**src/bridge_regs_pkg.sv**
```systemverilog
// constants for the bridge header bus and i/o window registers
// Operation
// - primary latency timer reads as zero, writes ignored
// - header type reads as one, a type 1 single function header
// - self-test byte reads as zero, no self test offered
// - both base address registers read as zero, writes ignored
// - primary bus number is 8-bit read/write, resets to zero
// - secondary bus number is 8-bit read/write, resets to zero
// - subordinate bus number is 8-bit read/write, resets to zero
// - secondary latency timer reads as zero, writes ignored
// - i/o base bit 0 is lockable width bit, one means 32-bit
// - i/o limit bit 0 always mirrors the width bit
// - i/o base bits 7:4 read/write, reset 0xF, address bits 15:12
// - i/o limit bits 7:4 read/write, reset zero, low bits all ones
// - base and limit together steer i/o forwarding
// - bits 3:1 of base and limit read zero, writes ignored
package bridge_regs_pkg;

  // bus geometry
  localparam int DATA_W = 32;
  localparam int IDX_W = 10;
  localparam logic [1:0] ALIGN_OK = 2'h0;

  // register indexes, byte address is four times these
  localparam logic [9:0] IDX_PRI_LAT = 10'h00D;
  localparam logic [9:0] IDX_HDR_TYPE = 10'h00E;
  localparam logic [9:0] IDX_SELF_TEST = 10'h00F;
  localparam logic [9:0] IDX_BASE_ADDR0 = 10'h010;
  localparam logic [9:0] IDX_BASE_ADDR1 = 10'h014;
  localparam logic [9:0] IDX_PRI_BUS = 10'h018;
  localparam logic [9:0] IDX_SEC_BUS = 10'h019;
  localparam logic [9:0] IDX_SUB_BUS = 10'h01A;
  localparam logic [9:0] IDX_SEC_LAT = 10'h01B;
  localparam logic [9:0] IDX_IO_BASE = 10'h01C;
  localparam logic [9:0] IDX_IO_LIMIT = 10'h01D;

  // field positions inside the i/o base and limit bytes
  localparam int IO_WIDTH_BIT = 0;
  localparam int IO_FIELD_LSB = 4;
  localparam int IO_FIELD_MSB = 7;

  // fixed and reset values
  localparam logic [7:0] ZERO_BYTE = 8'h00;
  localparam logic [7:0] HEADER_TYPE_VAL = 8'h01;
  localparam logic [31:0] ZERO_WORD = 32'h0000_0000;
  localparam logic [7:0] BUS_NUM_RST = 8'h00;
  localparam logic IO_WIDTH_RST = 1'h1;
  localparam logic [3:0] IO_BASE_RST = 4'hF;
  localparam logic [3:0] IO_LIMIT_RST = 4'h0;
  localparam logic [2:0] IO_RSVD = 3'h0;

  // i/o window granularity fill
  localparam logic [11:0] IO_LOW_ZERO = 12'h000;
  localparam logic [11:0] IO_LOW_ONES = 12'hFFF;
  localparam logic [15:0] IO_HI_ZERO = 16'h0000;

  // apb response phase
  typedef enum logic {
    ph_idle,
    ph_answer
  } apb_phase_t;

endpackage

```
**src/bridge_header_bus_io_window_regs.sv**
```systemverilog
// bridge header bus number and i/o window registers behind apb
//
// Added by the designer: the APB register port.
`timescale 1ns/1ps
module bridge_header_bus_io_window_regs
  import bridge_regs_pkg::*;
#(
  parameter int ADDR_W = 12
) (
  input wire logic clk,
  input wire logic reset_n,
  // apb slave
  input wire logic [ADDR_W-1:0] paddr,
  input wire logic psel,
  input wire logic penable,
  input wire logic pwrite,
  input wire logic [DATA_W-1:0] pwdata,
  input wire logic [3:0] pstrb,
  output logic [DATA_W-1:0] prdata,
  output logic pready,
  output logic pslverr,
  // lock for the width bit, from switch core
  input wire logic io_width_lock,
  // i/o request to be checked against the window
  input wire logic io_req_valid,
  input wire logic [31:0] io_req_addr,
  input wire logic [15:0] io_base_upper,
  input wire logic [15:0] io_limit_upper,
  output logic io_fwd_valid,
  output logic io_fwd_hit,
  // stored values for the rest of the switch
  output logic [7:0] primary_bus_number,
  output logic [7:0] secondary_bus_number,
  output logic [7:0] subordinate_bus_number,
  output logic io_addressing_width,
  output logic [3:0] io_window_base,
  output logic [3:0] io_window_limit
);

  // register state
  logic [7:0] pri_bus_reg;
  logic [7:0] pri_bus_next;
  logic [7:0] sec_bus_reg;
  logic [7:0] sec_bus_next;
  logic [7:0] sub_bus_reg;
  logic [7:0] sub_bus_next;
  logic io_width_reg;
  logic io_width_next;
  logic [3:0] io_base_reg;
  logic [3:0] io_base_next;
  logic [3:0] io_limit_reg;
  logic [3:0] io_limit_next;

  // apb response state
  apb_phase_t phase_reg;
  apb_phase_t phase_next;
  logic pready_reg;
  logic pready_next;
  logic pslverr_reg;
  logic pslverr_next;
  logic [DATA_W-1:0] prdata_reg;
  logic [DATA_W-1:0] prdata_next;

  // forwarding state
  logic fwd_valid_reg;
  logic fwd_valid_next;
  logic fwd_hit_reg;
  logic fwd_hit_next;

  // decode helpers
  logic [IDX_W-1:0] idx;
  logic aligned;
  logic mapped;
  logic access;
  logic wr_commit;
  logic lane0;
  logic [7:0] wbyte;
  logic [7:0] io_base_byte;
  logic [7:0] io_limit_byte;
  logic [DATA_W-1:0] rd_mux;

  // per-field write strobes
  logic wr_pri_bus;
  logic wr_sec_bus;
  logic wr_sub_bus;
  logic wr_io_base;
  logic wr_io_limit;
  logic wr_width;

  // window bounds
  logic [31:0] win_lo;
  logic [31:0] win_hi;
  logic win_hit;

  // word index and alignment of the current request
  assign idx = IDX_W'(paddr[ADDR_W-1:2]);
  assign aligned = (paddr[1:0] == ALIGN_OK);
  assign access = psel && penable;
  assign lane0 = pstrb[0];
  assign wbyte = pwdata[7:0];

  // a write lands only at the edge that completes the transfer
  assign wr_commit = (phase_reg == ph_answer) && access && pwrite &&
                     !pslverr_reg;

  assign io_base_byte = {io_base_reg, IO_RSVD, io_width_reg};
  assign io_limit_byte = {io_limit_reg, IO_RSVD, io_width_reg};

  // address map check
  always_comb begin
    mapped = 1'b0;
    case (idx)
      IDX_PRI_LAT,
      IDX_HDR_TYPE,
      IDX_SELF_TEST,
      IDX_BASE_ADDR0,
      IDX_BASE_ADDR1,
      IDX_PRI_BUS,
      IDX_SEC_BUS,
      IDX_SUB_BUS,
      IDX_SEC_LAT,
      IDX_IO_BASE,
      IDX_IO_LIMIT: begin
        mapped = aligned;
      end
      default: begin
        mapped = 1'b0;
      end
    endcase
  end

  // read data, narrow fields sit in the low byte
  always_comb begin
    rd_mux = ZERO_WORD;
    case (idx)
      IDX_PRI_LAT: begin
        rd_mux = DATA_W'(ZERO_BYTE);
      end
      IDX_HDR_TYPE: begin
        rd_mux = DATA_W'(HEADER_TYPE_VAL);
      end
      IDX_SELF_TEST: begin
        rd_mux = DATA_W'(ZERO_BYTE);
      end
      IDX_BASE_ADDR0,
      IDX_BASE_ADDR1: begin
        rd_mux = ZERO_WORD;
      end
      IDX_PRI_BUS: begin
        rd_mux = DATA_W'(pri_bus_reg);
      end
      IDX_SEC_BUS: begin
        rd_mux = DATA_W'(sec_bus_reg);
      end
      IDX_SUB_BUS: begin
        rd_mux = DATA_W'(sub_bus_reg);
      end
      IDX_SEC_LAT: begin
        rd_mux = DATA_W'(ZERO_BYTE);
      end
      IDX_IO_BASE: begin
        rd_mux = DATA_W'(io_base_byte);
      end
      IDX_IO_LIMIT: begin
        rd_mux = DATA_W'(io_limit_byte);
      end
      default: begin
        rd_mux = ZERO_WORD;
      end
    endcase
    // misaligned or unmapped reads give zero
    if (!mapped) begin
      rd_mux = ZERO_WORD;
    end
  end

  // apb answer: one wait state, then pready for a single cycle
  always_comb begin
    phase_next = phase_reg;
    pready_next = 1'b0;
    pslverr_next = 1'b0;
    prdata_next = prdata_reg;
    case (phase_reg)
      ph_idle: begin
        if (access) begin
          phase_next = ph_answer;
          pready_next = 1'b1;
          pslverr_next = !mapped;
          prdata_next = pwrite ? ZERO_WORD : rd_mux;
        end
      end
      ph_answer: begin
        // transfer completes here, back to idle
        phase_next = ph_idle;
      end
      default: begin
        phase_next = ph_idle;
      end
    endcase
  end

  // apb answer registers, so outputs come straight from flops
  always_ff @(posedge clk or negedge reset_n) begin
    if (!reset_n) begin
      phase_reg <= ph_idle;
      pready_reg <= 1'b0;
      pslverr_reg <= 1'b0;
      prdata_reg <= ZERO_WORD;
    end else begin
      phase_reg <= phase_next;
      pready_reg <= pready_next;
      pslverr_reg <= pslverr_next;
      prdata_reg <= prdata_next;
    end
  end

  // one strobe per writable byte; read-only offsets raise none
  always_comb begin
    wr_pri_bus = 1'b0;
    wr_sec_bus = 1'b0;
    wr_sub_bus = 1'b0;
    wr_io_base = 1'b0;
    wr_io_limit = 1'b0;
    if (wr_commit && lane0) begin
      case (idx)
        IDX_PRI_BUS: begin
          wr_pri_bus = 1'b1;
        end
        IDX_SEC_BUS: begin
          wr_sec_bus = 1'b1;
        end
        IDX_SUB_BUS: begin
          wr_sub_bus = 1'b1;
        end
        IDX_IO_BASE: begin
          wr_io_base = 1'b1;
        end
        IDX_IO_LIMIT: begin
          wr_io_limit = 1'b1;
        end
        default: begin
          wr_pri_bus = 1'b0;
        end
      endcase
    end
  end

  assign wr_width = wr_io_base && !io_width_lock;

  // writable fields keep their value unless their strobe is up
  always_comb begin
    pri_bus_next = pri_bus_reg;
    sec_bus_next = sec_bus_reg;
    sub_bus_next = sub_bus_reg;
    io_width_next = io_width_reg;
    io_base_next = io_base_reg;
    io_limit_next = io_limit_reg;
    if (wr_pri_bus) begin
      pri_bus_next = wbyte;
    end
    if (wr_sec_bus) begin
      sec_bus_next = wbyte;
    end
    if (wr_sub_bus) begin
      sub_bus_next = wbyte;
    end
    if (wr_width) begin
      io_width_next = wbyte[IO_WIDTH_BIT];
    end
    if (wr_io_base) begin
      io_base_next = wbyte[IO_FIELD_MSB:IO_FIELD_LSB];
    end
    if (wr_io_limit) begin
      io_limit_next = wbyte[IO_FIELD_MSB:IO_FIELD_LSB];
    end
  end

  // field registers, reset values match the fresh header
  always_ff @(posedge clk or negedge reset_n) begin
    if (!reset_n) begin
      pri_bus_reg <= BUS_NUM_RST;
      sec_bus_reg <= BUS_NUM_RST;
      sub_bus_reg <= BUS_NUM_RST;
      io_width_reg <= IO_WIDTH_RST;
      io_base_reg <= IO_BASE_RST;
      io_limit_reg <= IO_LIMIT_RST;
    end else begin
      pri_bus_reg <= pri_bus_next;
      sec_bus_reg <= sec_bus_next;
      sub_bus_reg <= sub_bus_next;
      io_width_reg <= io_width_next;
      io_base_reg <= io_base_next;
      io_limit_reg <= io_limit_next;
    end
  end

  // window from base and limit
  // in 16-bit mode the upper half of the window is forced to zero,
  // so any address with bits 31:16 set misses
  always_comb begin
    if (io_width_reg) begin
      win_lo = {io_base_upper, io_base_reg, IO_LOW_ZERO};
      win_hi = {io_limit_upper, io_limit_reg, IO_LOW_ONES};
    end else begin
      win_lo = {IO_HI_ZERO, io_base_reg, IO_LOW_ZERO};
      win_hi = {IO_HI_ZERO, io_limit_reg, IO_LOW_ONES};
    end
  end

  // inclusive bounds check
  // base above limit leaves the window empty, nothing forwards
  assign win_hit = (io_req_addr >= win_lo) && (io_req_addr <= win_hi);

  // forwarding verdict, one cycle after the request
  always_comb begin
    fwd_valid_next = io_req_valid;
    fwd_hit_next = io_req_valid && win_hit;
  end

  // verdict registers, one cycle of latency for timing margin
  always_ff @(posedge clk or negedge reset_n) begin
    if (!reset_n) begin
      fwd_valid_reg <= 1'b0;
      fwd_hit_reg <= 1'b0;
    end else begin
      fwd_valid_reg <= fwd_valid_next;
      fwd_hit_reg <= fwd_hit_next;
    end
  end

  // outputs straight from flops
  assign prdata = prdata_reg;
  assign pready = pready_reg;
  assign pslverr = pslverr_reg;
  assign io_fwd_valid = fwd_valid_reg;
  assign io_fwd_hit = fwd_hit_reg;
  assign primary_bus_number = pri_bus_reg;
  assign secondary_bus_number = sec_bus_reg;
  assign subordinate_bus_number = sub_bus_reg;
  assign io_addressing_width = io_width_reg;
  assign io_window_base = io_base_reg;
  assign io_window_limit = io_limit_reg;

endmodule

```
**config.mk**
```make
export PLATFORM = sky130hd
export DESIGN_NAME = bridge_header_bus_io_window_regs
export DESIGN_NICKNAME = d
export VERILOG_FILES = /design/src/bridge_regs_pkg.sv /design/src/bridge_header_bus_io_window_regs.sv
export SDC_FILE = /design/constraint.sdc
export NUM_CORES = 1
export LEC_CHECK = 0
export BUFFER_PORTS_ARGS = -buffer_cell sky130_fd_sc_hd__clkbuf_2
export CORE_MARGIN = 3
export CORE_UTILIZATION = 41
export DETAILED_ROUTE_END_ITERATION = 6
export PLACE_DENSITY = 0.78
export SLEW_MARGIN = 20
export SYNTH_ARGS = -nofsm -noshare
export SYNTH_HDL_FRONTEND = slang
export SYNTH_SLANG_ARGS = --single-unit
```
**constraint.sdc**
```tcl
create_clock -name clk -period 2 [get_ports clk]
set_input_delay 0.1 -clock clk [delete_from_list [all_inputs] [get_ports clk]]
set_output_delay 0.1 -clock clk [all_outputs]
set_load 0.005 [all_outputs]
```
==> flow_metrics.tcl <==
set metrics [dict create \
    synth-edff-count 0 \
    finalCritPeriodShare 1.01 \
    start_util 0.425 \
    max_clock_freq_ghz 0.494 \
    cts_setup_buffers 0 \
    dominantRegCellSynth "sky130_fd_sc_hd__dfrtp_1" \
    synth-async-reset-ratio 1.00 \
    synth_top_cell_by_area "sky130_fd_sc_hd__dfrtp_1" \
    critical-path-max-stage-delay_ps 540 \
    yosys_warnings 0 \
    clock-root-buffer "sky130_fd_sc_hd__clkbuf_8" \
    min_from "pwdata[1]" \
    maxSlewHeadroom 0.525 \
    synthesis.area_um2 3320 \
    synth_common_cells "sky130_fd_sc_hd__nand2_1, sky130_fd_sc_hd__dfrtp_1, sky130_fd_sc_hd__ha_1" \
    synthesis.instances 345 \
    critical_path_required_time_ps 2210 \
    grt_max_degree 26 \
    final.setup_skew_ps 13.2 \
    run_status "finished, violations left" \
    critPathMaxFanout 2 \
    timing.reg2reg.setup_slack_ps -30 \
    detail_route.vias_per_cell 5.17 \
    worstHoldEndpoint "primary_bus_number[1]" \
    slew_at_the_pin_closest_to_its_max_slew_limit_ps 712 \
    stdcell_area_um2 4330 \
    gp_congestion 0.821 \
    pin_count 188 \
    layout_min_cycle_time_ps 2030 \
    cell_chain_critical_path "inv_1 > ha_1 > buf_4 > nor4b_1 > nand4_1 > a21oi_2 > o311ai_1 > a22oi_1" \
    yosysTopAreaCellShare 0.302 \
    leakage_nw 2.22 \
    layout.nets 662 \
    fp.dieH_um 95.9 \
    postLayoutSetupSlackWorst_ps -25.6 \
    postPlaceCellArea_um2 4200 \
    multi_input_comb_area_um2 2020 \
    crit_slowest_cell "sky130_fd_sc_hd__dfstp_2" \
    grtUsageTotal 0.196 \
    critical_path_arrival_ps 2230 \
    ff2ff_path_depth 8 \
    core-area_um2 7810 \
    detailroute.via_count 3134 \
    number_of_buffers_on_the_longest_clock_path 2 \
    regArea_um2 1130 \
    critical-path-top-delay-family "flip-flops" \
    clkLatencyLatePin_ps 300 \
    postRouteAntennaNets 0 \
    drt_wl_total_um 9110 \
    netlist_top_cells_area "sky130_fd_sc_hd__dfrtp_1, sky130_fd_sc_hd__ha_1, sky130_fd_sc_hd__mux2_2" \
    layout.cells.non_filler 606 \
    grt_first_pass_wirelength_um 14300 \
    globalRoute.totalOverflow 0 \
    timing.hold.ws_ps 66.2 \
    setup_viol 1 \
    regToRegStartpoint "io_window_base[1]" \
    drt_first_iter_violations 142 \
    routed_wire_length_per_instance_um 15.0 \
    cp-start-kind "register" \
    cts_inserted_buffers 5 \
    die_w_um 95.9 \
    avgSynthCellArea_um2 9.61 \
    hold_viol 0 \
    drcViolationCount 0 \
    clock_tree.htree_level_count 2 \
    yosys.cell_types.count 44 \
    total_iterations_of_the_first_detailed_routing_run 4 \
    vdd_ir_drop_max_mv 0.456 \
    synth-seq-cells 45 \
    grt_antenna_before_repair 0 \
    finish.utilization 0.555 \
    synth.yosys.seq_area_share 0.342 \
    clock_sink_count 45 \
    grt_pass1_vias 3123 \
    diodes 0 \
    clock_pin_slew_worst_setup_and_hold_paths_ps 90 \
    maxSlewViolCount 0 \
    dp_hpwl_um 7710 \
    drive_above_1_share 0.423 \
    setup_repair_after_global_routing_missed_its_margin "true" \
    timing.setup.critical_path_class "reg -> reg" \
    placement_rows 32 \
    die_area_um2 9200 \
    setup-tns-final_ps -25.6 \
    clock_tree_from_tritoncts "done" \
    powerDensity_nw_per_um2 422 \
    critical_path.reg2reg.endpoint "io_fwd_hit" \
    layout-area-overhead-vs-synth_pct 30.6 \
    failed_checks "negative setup slack" \
    placement.io_buffers 136 \
    number_of_stages_on_the_worst_hold_path 2 \
    worst_setup_path_end_kind "register" \
    placed_cell_count 596 \
    most_frequent_cell_after_synthesis "sky130_fd_sc_hd__nand2_1" \
    fill_cells 721 \
    min-delay-path-class "in -> reg" \
    critical_path_buf_inv_count 2 \
    maxCapViolCount 0 \
]
==> worst max-delay path by stage <==
stage                   startpoint  slack [ps]         end  cells after the start
6_report         io_window_base[1]         -30  io_fwd_hit                      8
4_1_cts          io_window_base[1]         -20  io_fwd_hit                      8
2_1_floorplan  io_addressing_width          20  io_fwd_hit                      9
3_5_place_dp     io_window_base[1]        -150  io_fwd_hit                      7
5_1_grt          io_window_base[1]        -100  io_fwd_hit                      7
3_3_place_gp   io_addressing_width         -70  io_fwd_hit                      8
==> report_power, final <==
| part | internal, mW | leakage [nW] | total (mW) | switching, mW |
|---|---|---|---|---|
| Clock | 0.285 | 0.0478 | 0.600 | 0.316 |
| Sequential | 0.914 | 0.585 | 0.916 | 0.00211 |
| Combinational | 0.141 | 1.59 | 0.311 | 0.170 |
| Total | 1.34 | 2.22 | 1.83 | 0.488 |
==> per-layer routing <==
| metal | vias up | track usage | part of all wire |
|---|---|---|---|
| met5 | - | 0 | 0 |
| met4 | 0 | 0.0462 | 0.016 |
| met3 | 14 | 0.0367 | 0.053 |
| met2 | 99 | 0.354 | 0.53 |
| met1 | 1477 | 0.241 | 0.40 |
| li1 | 1544 | - | - |
==> final cells by class <==
cell class,instances,area share
clock buffers,6,0.0191
clock inverters,2,0.00376
inverters,11,0.00953
multi-input cells,278,0.467
flip-flops and latches,45,0.261
well taps,102,0.0295
repair buffers,162,0.210
==> what timing repair did <==
action / 4_1_cts / 5_1_grt
hold buffers: 2 / 0
gates cloned: 0 / 0
setup endpoints to repair: 1 / 1
hold endpoints to repair: 20 / 0
gates resized for setup: 5 / 1
pin swaps: 4 / 1
==> layout by cell type (no fill, tap or decap), types with 2 or more instances in the layout <==
cell type                       instances
sky130_fd_sc_hd__clkbuf_2             136
sky130_fd_sc_hd__nand2_1               59
sky130_fd_sc_hd__ha_1                  40
sky130_fd_sc_hd__dfrtp_1               40
sky130_fd_sc_hd__mux2_2                30
sky130_fd_sc_hd__conb_1                24
sky130_fd_sc_hd__buf_4                 21
sky130_fd_sc_hd__o21ai_0               20
sky130_fd_sc_hd__a21oi_1               19
sky130_fd_sc_hd__inv_1                 11
sky130_fd_sc_hd__nand4_1                8
sky130_fd_sc_hd__nor2b_1                8
sky130_fd_sc_hd__a22o_1                 7
sky130_fd_sc_hd__clkbuf_8               6
sky130_fd_sc_hd__nor2_1                 5
sky130_fd_sc_hd__and4_1                 5
sky130_fd_sc_hd__dfstp_2                5
sky130_fd_sc_hd__nand3_1                4
sky130_fd_sc_hd__nor3_1                 4
sky130_fd_sc_hd__a222oi_1               4
sky130_fd_sc_hd__mux2i_1                4
sky130_fd_sc_hd__o211ai_1               3
sky130_fd_sc_hd__a22oi_1                3
sky130_fd_sc_hd__nor4_1                 3
sky130_fd_sc_hd__nand3b_1               3
sky130_fd_sc_hd__nor4b_1                2
sky130_fd_sc_hd__a221oi_1               2
sky130_fd_sc_hd__or4_4                  2
sky130_fd_sc_hd__nor3_4                 2
sky130_fd_sc_hd__dlygate4sd3_1          2
sky130_fd_sc_hd__buf_12                 2
==> through the flow <==
stage	power [mW]	setup WS [ps]
2_1_floorplan	1.09	20.4
3_3_place_gp	1.23	-66.7
3_5_place_dp	1.24	-147
4_1_cts	1.84	-24.7
5_1_grt	1.92	-101
6_report	1.83	-25.6
==> cell families (layout without fill, tap and decap cells) <==
family	count (synthesis)	after routing	share of synthesized area
AO/OA/AOI/OAI	68	68	0.130
adder cells (fa/ha/maj)	40	40	0.151
buffers and inverters	45	181	0.0781
flip-flops	45	45	0.342
multiplexers	34	34	0.114
other	1	24	0.00113
AND/OR/NAND/NOR	112	112	0.184
Note: power is estimated with default switching activity, not from simulation.
